**src/rtl/rfsc_defines.vh**
```
// Constants for the RF front-end lead-signal controller.
// Assumes a 50 MHz core clock and a 32-bit Avalon-MM register port.
`ifndef RFSC_DEFINES_VH
`define RFSC_DEFINES_VH

`define RFSC_CLK_MHZ          50
`define RFSC_TX_LEAD_CAL_US   118
`define RFSC_TX_LEAD_NOCAL_US 58
`define RFSC_RX_LEAD_CAL_US   116
`define RFSC_RX_LEAD_NOCAL_US 56
`define RFSC_CNT_W            16
`define RFSC_CH_W             7

`define RFSC_ADDR_CTRL        8'h00
`define RFSC_ADDR_PIN_AF      8'h04
`define RFSC_ADDR_GPIO_OUT    8'h08
`define RFSC_ADDR_DET_CFG     8'h0c
`define RFSC_ADDR_IRQ_STATUS  8'h10
`define RFSC_ADDR_IRQ_MASK    8'h14
`define RFSC_ADDR_STATE       8'h18

`define RFSC_AF_ONE           2'h1
`define RFSC_AF_TWO           2'h2
`define RFSC_TRIG_RISE_BIT    0
`define RFSC_TRIG_FALL_BIT    1
`define RFSC_TYPE_LEVEL_BIT   2
`define RFSC_RX_CFG_POS       4
`define RFSC_ST_TX_BIT        0
`define RFSC_ST_RX_BIT        1
`define RFSC_ST_DONE_BIT      2
`define RFSC_DET_CFG_RST      8'h33

`endif

```
**src/rtl/rfsc_top.v**
```verilog
// Lead-signal generator for an external RF front-end, with pin routing,
// edge/level detector, sticky interrupt status and an Avalon-MM slave.
// Assumes the radio sequencer delivers one-cycle request and end pulses
// synchronous to i_core_clk.
//
// Contract
// [RQ1] Transmit lead rises early, falls after amplifier off.
// [RQ2] Receive lead rises early, falls on receive exit.
// [RQ3] Transmit lead 118 or 58 us early.
// [RQ4] Receive lead 116 or 56 us early.
// [RQ5] Channel change calibrates and selects longer lead.
// [RQ6] Automatic mode routes leads via pin functions.
// [RQ7] Automatic mode pins need no firmware action.
// [RQ8] Pin encoding: sleep, receive, transmit exclusive.
// [RQ9] Detector raises interrupt per lead signal.
// [RQ10] Per lead trigger, edge/level type, enable.
// [RQ11] Firmware drives pins in interrupt mode.
// [RQ12] Lead interrupt priority below completion interrupt.
// [RQ13] Completion interrupt only at sequence end.
`timescale 1ns/100ps
`include "rfsc_defines.vh"

module rfsc_top #(
    parameter CH_W          = `RFSC_CH_W,
    parameter TX_CAL_CYC    = `RFSC_TX_LEAD_CAL_US * `RFSC_CLK_MHZ,
    parameter TX_NOCAL_CYC  = `RFSC_TX_LEAD_NOCAL_US * `RFSC_CLK_MHZ,
    parameter RX_CAL_CYC    = `RFSC_RX_LEAD_CAL_US * `RFSC_CLK_MHZ,
    parameter RX_NOCAL_CYC  = `RFSC_RX_LEAD_NOCAL_US * `RFSC_CLK_MHZ
) (
    input  wire             i_core_clk,
    input  wire             i_srst,
    input  wire [7:0]       i_avs_address,
    input  wire             i_avs_read,
    input  wire             i_avs_write,
    input  wire [31:0]      i_avs_writedata,
    output reg  [31:0]      o_avs_readdata,
    output reg              o_avs_waitrequest,
    input  wire             i_tx_req,
    input  wire             i_rx_req,
    input  wire [CH_W-1:0]  i_channel,
    input  wire             i_pa_off,
    input  wire             i_rx_exit,
    output reg              o_tx_lead,
    output reg              o_rx_lead,
    output reg              o_tx_air,
    output reg              o_rx_air,
    output reg              o_pll_cal,
    output reg              o_tx_ctrl_pin_a,
    output reg              o_tx_ctrl_pin_b,
    output reg              o_rx_ctrl_pin_a,
    output reg              o_rx_ctrl_pin_b,
    output reg              o_lead_irq,
    output reg              o_done_irq
);

    localparam [4:0] ST_IDLE    = 5'h01;
    localparam [4:0] ST_TX_LEAD = 5'h02;
    localparam [4:0] ST_TX_AIR  = 5'h04;
    localparam [4:0] ST_RX_LEAD = 5'h08;
    localparam [4:0] ST_RX_AIR  = 5'h10;
    localparam CW = `RFSC_CNT_W;

    // Reload values are one short because the lead ends on the edge that
    // sees the counter at zero.
    localparam [31:0] TX_CAL_LOAD   = TX_CAL_CYC - 1;
    localparam [31:0] TX_NOCAL_LOAD = TX_NOCAL_CYC - 1;
    localparam [31:0] RX_CAL_LOAD   = RX_CAL_CYC - 1;
    localparam [31:0] RX_NOCAL_LOAD = RX_NOCAL_CYC - 1;

    ////////////////////////////////////////////////////////////////////////
    // Detector helper: one lead signal against its trigger configuration.

    function det_hit;
        input       cur;
        input       prev;
        input [2:0] cfg;
        begin
            if (cfg[`RFSC_TYPE_LEVEL_BIT]) begin
                det_hit = (cfg[`RFSC_TRIG_RISE_BIT] & cur) |
                          (cfg[`RFSC_TRIG_FALL_BIT] & ~cur);
            end else begin
                det_hit = (cfg[`RFSC_TRIG_RISE_BIT] & cur & ~prev) |
                          (cfg[`RFSC_TRIG_FALL_BIT] & ~cur & prev);
            end
        end
    endfunction

    ////////////////////////////////////////////////////////////////////////
    // Pin helper: a wrong function code leaves the pin with firmware, so a
    // half-configured board never sees a lead it did not ask for.

    function pin_level;
        input       auto_on;
        input [1:0] code;
        input [1:0] want;
        input       lead;
        input       fw;
        begin
            if (auto_on && code == want) begin
                pin_level = lead;
            end else begin
                pin_level = fw;
            end
        end
    endfunction

    ////////////////////////////////////////////////////////////////////////
    // Sequencer.

    reg [4:0]      state_reg;
    reg [CW-1:0]   cnt_reg;
    reg [CH_W-1:0] last_ch_reg;
    reg            ch_valid_reg;
    reg            done_pulse_reg;
    wire           cal_need = ~ch_valid_reg | (i_channel != last_ch_reg); // [RQ5]

    always @(posedge i_core_clk) begin
        if (i_srst) begin
            state_reg      <= ST_IDLE;
            cnt_reg        <= {CW{1'b0}};
            last_ch_reg    <= {CH_W{1'b0}};
            ch_valid_reg   <= 1'b0;
            done_pulse_reg <= 1'b0;
            o_tx_lead      <= 1'b0;
            o_rx_lead      <= 1'b0;
            o_tx_air       <= 1'b0;
            o_rx_air       <= 1'b0;
            o_pll_cal      <= 1'b0;
        end else begin
            done_pulse_reg <= 1'b0;
            case (state_reg)
                ST_IDLE: begin
                    // A simultaneous receive request loses to transmit.
                    if (i_tx_req || i_rx_req) begin
                        last_ch_reg  <= i_channel;
                        ch_valid_reg <= 1'b1;
                        o_pll_cal    <= cal_need; // [RQ5]
                    end
                    if (i_tx_req) begin
                        state_reg <= ST_TX_LEAD;
                        o_tx_lead <= 1'b1; // [RQ1]
                        cnt_reg   <= cal_need ? TX_CAL_LOAD[CW-1:0] :
                                                TX_NOCAL_LOAD[CW-1:0]; // [RQ3]
                    end else if (i_rx_req) begin
                        state_reg <= ST_RX_LEAD;
                        o_rx_lead <= 1'b1; // [RQ2]
                        cnt_reg   <= cal_need ? RX_CAL_LOAD[CW-1:0] :
                                                RX_NOCAL_LOAD[CW-1:0]; // [RQ4]
                    end
                end
                ST_TX_LEAD: begin
                    if (cnt_reg == {CW{1'b0}}) begin
                        state_reg <= ST_TX_AIR; // [RQ3]
                        o_tx_air  <= 1'b1;
                        o_pll_cal <= 1'b0;
                    end else begin
                        cnt_reg <= cnt_reg - 1'b1;
                    end
                end
                ST_TX_AIR: begin
                    if (i_pa_off) begin
                        state_reg      <= ST_IDLE;
                        o_tx_air       <= 1'b0;
                        o_tx_lead      <= 1'b0; // [RQ1]
                        done_pulse_reg <= 1'b1; // [RQ13]
                    end
                end
                ST_RX_LEAD: begin
                    if (cnt_reg == {CW{1'b0}}) begin
                        state_reg <= ST_RX_AIR; // [RQ4]
                        o_rx_air  <= 1'b1;
                        o_pll_cal <= 1'b0;
                    end else begin
                        cnt_reg <= cnt_reg - 1'b1;
                    end
                end
                ST_RX_AIR: begin
                    if (i_rx_exit) begin
                        state_reg      <= ST_IDLE;
                        o_rx_air       <= 1'b0;
                        o_rx_lead      <= 1'b0; // [RQ2]
                        done_pulse_reg <= 1'b1; // [RQ13]
                    end
                end
                default: begin
                    state_reg <= ST_IDLE;
                end
            endcase
        end
    end

    ////////////////////////////////////////////////////////////////////////
    // Registers and Avalon-MM slave.

    reg        auto_mode_reg;
    reg [7:0]  pin_af_reg;
    reg [3:0]  gpio_out_reg;
    reg [7:0]  det_cfg_reg;
    reg [2:0]  irq_status_reg;
    reg [2:0]  irq_mask_reg;
    reg        tx_prev_reg;
    reg        rx_prev_reg;
    reg [31:0] rd_next;
    reg [2:0]  irq_status_next;

    // The answer is always one wait cycle: the request stalls for exactly one
    // edge, which keeps read data registered without a mux on the bus.
    wire req     = i_avs_read | i_avs_write;
    wire wr_take = i_avs_write & ~o_avs_waitrequest;
    wire tx_hit  = det_hit(o_tx_lead, tx_prev_reg, det_cfg_reg[2:0]); // [RQ9] [RQ10]
    wire rx_hit  = det_hit(o_rx_lead, rx_prev_reg,
                           det_cfg_reg[`RFSC_RX_CFG_POS +: 3]); // [RQ9] [RQ10]

    always @* begin
        rd_next = 32'h0;
        case (i_avs_address)
            `RFSC_ADDR_CTRL:       rd_next[0]   = auto_mode_reg;
            `RFSC_ADDR_PIN_AF:     rd_next[7:0] = pin_af_reg;
            `RFSC_ADDR_GPIO_OUT:   rd_next[3:0] = gpio_out_reg;
            `RFSC_ADDR_DET_CFG:    rd_next[7:0] = det_cfg_reg;
            `RFSC_ADDR_IRQ_STATUS: rd_next[2:0] = irq_status_reg;
            `RFSC_ADDR_IRQ_MASK:   rd_next[2:0] = irq_mask_reg;
            `RFSC_ADDR_STATE:      rd_next[4:0] = {o_pll_cal, o_rx_air, o_tx_air,
                                                   o_rx_lead, o_tx_lead};
            default:               rd_next = 32'h0;
        endcase
    end

    always @* begin
        irq_status_next = irq_status_reg;
        if (wr_take && i_avs_address == `RFSC_ADDR_IRQ_STATUS) begin
            irq_status_next = irq_status_next & ~i_avs_writedata[2:0];
        end
        // Set after clear, so an event in the clearing cycle survives.
        if (tx_hit) begin
            irq_status_next[`RFSC_ST_TX_BIT] = 1'b1; // [RQ9]
        end
        if (rx_hit) begin
            irq_status_next[`RFSC_ST_RX_BIT] = 1'b1; // [RQ9]
        end
        if (done_pulse_reg) begin
            irq_status_next[`RFSC_ST_DONE_BIT] = 1'b1; // [RQ13]
        end
    end

    always @(posedge i_core_clk) begin
        if (i_srst) begin
            o_avs_readdata    <= 32'h0;
            o_avs_waitrequest <= 1'b1;
            auto_mode_reg     <= 1'b0;
            pin_af_reg        <= 8'h0;
            gpio_out_reg      <= 4'h0;
            det_cfg_reg       <= `RFSC_DET_CFG_RST;
            irq_status_reg    <= 3'h0;
            irq_mask_reg      <= 3'h0;
            tx_prev_reg       <= 1'b0;
            rx_prev_reg       <= 1'b0;
            o_lead_irq        <= 1'b0;
            o_done_irq        <= 1'b0;
        end else begin
            o_avs_waitrequest <= ~(req & o_avs_waitrequest);
            if (i_avs_read && o_avs_waitrequest) begin
                o_avs_readdata <= rd_next;
            end
            if (wr_take) begin
                case (i_avs_address)
                    `RFSC_ADDR_CTRL:      auto_mode_reg <= i_avs_writedata[0];
                    `RFSC_ADDR_PIN_AF:    pin_af_reg    <= i_avs_writedata[7:0];
                    `RFSC_ADDR_GPIO_OUT:  gpio_out_reg  <= i_avs_writedata[3:0];
                    `RFSC_ADDR_DET_CFG:   det_cfg_reg   <= i_avs_writedata[7:0];
                    `RFSC_ADDR_IRQ_MASK:  irq_mask_reg  <= i_avs_writedata[2:0];
                    default: begin
                    end
                endcase
            end
            tx_prev_reg    <= o_tx_lead;
            rx_prev_reg    <= o_rx_lead;
            irq_status_reg <= irq_status_next;
            // Separate lines let the interrupt controller rank completion above lead.
            o_lead_irq <= |(irq_status_next[1:0] & irq_mask_reg[1:0]); // [RQ10] [RQ12]
            o_done_irq <= irq_status_next[2] & irq_mask_reg[2]; // [RQ13]
        end
    end

    ////////////////////////////////////////////////////////////////////////
    // Pin routing: a pin follows its lead only in automatic mode with the
    // matching function code, otherwise it shows the firmware output bit.

    always @(posedge i_core_clk) begin
        if (i_srst) begin
            o_tx_ctrl_pin_a <= 1'b0;
            o_tx_ctrl_pin_b <= 1'b0;
            o_rx_ctrl_pin_a <= 1'b0;
            o_rx_ctrl_pin_b <= 1'b0;
        end else begin
            o_tx_ctrl_pin_a <= pin_level(auto_mode_reg, pin_af_reg[1:0], `RFSC_AF_TWO,
                                         o_tx_lead, gpio_out_reg[0]); // [RQ6] [RQ7] [RQ8] [RQ11]
            o_tx_ctrl_pin_b <= pin_level(auto_mode_reg, pin_af_reg[3:2], `RFSC_AF_ONE,
                                         o_tx_lead, gpio_out_reg[1]); // [RQ6] [RQ7] [RQ8]
            o_rx_ctrl_pin_a <= pin_level(auto_mode_reg, pin_af_reg[5:4], `RFSC_AF_TWO,
                                         o_rx_lead, gpio_out_reg[2]); // [RQ6] [RQ7] [RQ8]
            o_rx_ctrl_pin_b <= pin_level(auto_mode_reg, pin_af_reg[7:6], `RFSC_AF_TWO,
                                         o_rx_lead, gpio_out_reg[3]); // [RQ6] [RQ7] [RQ8]
        end
    end

endmodule // rfsc_top

```
**config.mk**
```make
export PLATFORM = sky130hd
export DESIGN_NAME = rfsc_top
export DESIGN_NICKNAME = d
export VERILOG_FILES = /design/src/rtl/rfsc_top.v
export VERILOG_INCLUDE_DIRS = /design/src /design/src/rtl
export SDC_FILE = /design/constraint.sdc
export NUM_CORES = 1
export LEC_CHECK = 0
export ABC_AREA = 1
export BUFFER_PORTS_ARGS = -buffer_cell sky130_fd_sc_hd__buf_2
export CAP_MARGIN = 10
export CORE_ASPECT_RATIO = 0.75
export CORE_MARGIN = 4
export CORE_UTILIZATION = 54
export DETAILED_ROUTE_END_ITERATION = 10
export PLACE_DENSITY = 0.84
export SLEW_MARGIN = 20
export SYNTH_ARGS = -nofsm -noshare
export SYNTH_HDL_FRONTEND = slang
export SYNTH_SLANG_ARGS = --single-unit
```
**constraint.sdc**
```tcl
create_clock -name i_core_clk -period 2.1 [get_ports i_core_clk]
set_clock_uncertainty 0.1 [all_clocks]
set_input_delay 0.21 -clock i_core_clk [delete_from_list [all_inputs] [get_ports i_core_clk]]
set_output_delay 0.21 -clock i_core_clk [all_outputs]
set_load 0.05 [all_outputs]
```
==> impl_metrics.tcl <==
set metrics [dict create \
    final_area_um2 4780 \
    wl_mm 11.2 \
    syn_inst 649 \
    largest_reg_flops 16 \
    cp_cell_sequence "inv_1 -> ha_1 -> nand2_1 -> nor2_2 -> nand2_1 -> nand2_1 -> inv_1 -> nor2_1 -> nand2_1 -> a21oi_1" \
    syn2layout_area_growth_pct 11.6 \
    clock_tree.htree_level_count 3 \
    crit_path_end_kind "flop" \
    yosys_warnings 0 \
    path_clk_slew_ns 0.08 \
    wl_per_cell_um 13.9 \
    cp_top_family "simple AND/OR/NAND/NOR gates" \
    cts_sinks 79 \
    timing.hold.ws_ns 0.0187 \
    initial_utilization 0.568 \
    die_width_um 111 \
    antenna_found_initial 0 \
    cts_buffer_depth 2 \
    switching_power_uw 1530 \
    drt_iter0_markers 518 \
    final_common_cell "nand2_1" \
    yosysUniqueCellTypes 33 \
    finalPower_uw 4110 \
    finalHoldViolations 0 \
    route.detailed.drc 0 \
    path_common_cell "nand2_1" \
    clk_latency_ns 0.36 \
    track_usage 0.239 \
    ios 99 \
    postCtsSetupRepairBufs 0 \
    yosysSeqAreaShare 0.369 \
    grt_start_max_net_pins 43 \
    placed_cell_area_um2 4530 \
    ant_nets 0 \
    gp_congestion 0.979 \
    synth_area_per_cell_um2 6.60 \
    status "finished clean" \
    r2r_slack_ns 0.17 \
    rsz0062_at_grt "no" \
    fin_crit_ns 1.93 \
    fmax_mhz 518 \
    first_pass_iters 7 \
    root_buffer "clkbuf_8" \
    finalCritPeriodShare 0.920 \
    p_clk_frac 0.289 \
    drive_above_1_share 0.157 \
    hp-class "primary input to flop" \
    vias 4334 \
    slowest_delay_ns 0.33 \
    cp.arrival_ns 2.12 \
    leakagePower_uw 0.00221 \
    setup_viol_count_final 0 \
    switching_share 0.373 \
    hpwlAfterDp_mm 8.32 \
    synth_top_area_frac 0.369 \
    cts_buffers 9 \
    nFillCells 677 \
    p_per_area_nw_per_um2 860 \
    ys.flop_type "dfxtp_1" \
    first_global_vias 3881 \
    maxCapViolations 0 \
    grt_pass1_wl_mm 18.4 \
    path_buf_inv 2 \
    fin_nets 761 \
    layout_common_cells "nand2_1, nor2_1, inv_1" \
    async_flop_share 0 \
    setup_tns_ns 0 \
    slew_violations 0 \
    core-area_um2 7530 \
    grt-ovfl-total 0 \
    pwr-share-comb 0.288 \
    rows 27 \
    final_core_util 0.634 \
    synth_area_um2 4280 \
    yosysTopAreaCell "dfxtp_1" \
    crit_slowest_cell "dfxtp_1" \
    slew-limit-headroom 0.616 \
    worstSetupPathType "flop to flop" \
    synthTopCellsByArea "dfxtp_1, nand2_1, nor2_1" \
    dieArea_um2 9430 \
    synth-edff-count 0 \
    start_kind "flop" \
    via_per_inst 5.36 \
    cts_tree "yes" \
    ys_seq_elements 79 \
    peakVddDrop_v 0.000449 \
    port_buffers 50 \
    internal-power_uw 2580 \
    crit_required_ns 2.29 \
    crit_fanout 5 \
    die_h_um 85.1 \
    tightest_slew_ns 0.576 \
    antennaDiodeCount 0 \
    power_frac_seq 0.423 \
]
worst register-to-register path, stage by stage, from the launching register on:
cell	delay [ns]
dfxtp_1	0.33
inv_1	0.10
ha_1	0.22
nand2_1	0.19
nor2_2	0.22
nand2_1	0.12
nand2_1	0.13
inv_1	0.10
nor2_1	0.17
nand2_1	0.08
a21oi_1	0.12
cells by family after synthesis:
family          synth area share
fa+ha+maj                0.00877
compound gates             0.163
other cells             0.000876
xor+xnor                 0.00818
flops                      0.369
simple gates               0.310
buf+inv                    0.139
synth_stat cells, types with 2 or more instances:
cell type,instances
nand2_1,144
nor2_1,89
inv_1,85
dfxtp_1,79
a21oi_1,48
o21ai_0,45
nand3_1,34
buf_4,28
nor2_2,12
a21oi_2,9
clkbuf_1,9
nor3_1,7
o211ai_1,7
o22ai_1,6
inv_2,5
nand3_2,5
nand4_1,5
a211oi_1,4
xnor2_1,4
ha_1,3
nand2_2,3
or2_2,3
a311oi_1,2
a31oi_1,2
buf_2,2
nor4_1,2
path summary, 6_finish.rpt:
check,startpoint,endpoint,cells after the start
min,i_avs_writedata[5],det_cfg_reg[5],3
max reg2reg,cnt_reg[0],state_reg[2],10
max,cnt_reg[0],state_reg[2],10
min reg2reg,det_cfg_reg[7],det_cfg_reg[7],2
timing repair:
item | 4_1_cts | 5_1_grt
hold endpoints to repair | 2 | 0
hold buffers | 3 | 0
endpoints found under the setup margin | 0 | 7
resized for setup | 0 | 1
metrics by stage:
| stage | std cells | setup WS (ns) |
|---|---|---|
| after global placement | 790 | 0.243 |
| after global routing | 809 | 0.0273 |
| final | 809 | 0.168 |
| after detailed placement | 790 | 0.172 |
| after floorplan | 672 | 0.450 |
| after CTS | 809 | 0.156 |
per-layer routing:
| metal | wire length (um) | track usage | part of all wire |
|---|---|---|---|
| met2 | 4720 | 0.350 | 0.42 |
| met5 | 0 | 0 | 0 |
| met3 | 1220 | 0.0563 | 0.11 |
| met4 | 172 | 0.0839 | 0.015 |
| met1 | 5100 | 0.342 | 0.45 |
layout make-up:
type                       instances  area [um2]  area share
sequential                        79        1580       0.331
timing repair buffer              59         325      0.0681
clock buffer                      12         155      0.0325
multi-input combinational        463        2190       0.459
clock inverter                     4        53.8      0.0113
tap                              101         126      0.0264
inverter                          91         342      0.0715
power groups by stage:
stage                     clock network (uW)  logic (uW)  registers [uW]
after global routing                    1270        1310            1760
after global placement                     0        1110            1760
final                                   1190        1180            1740
after detailed placement                   0        1150            1770
after floorplan                            0         877            1810
after CTS                               1200        1160            1740
Power figures use the tool's default switching activity.
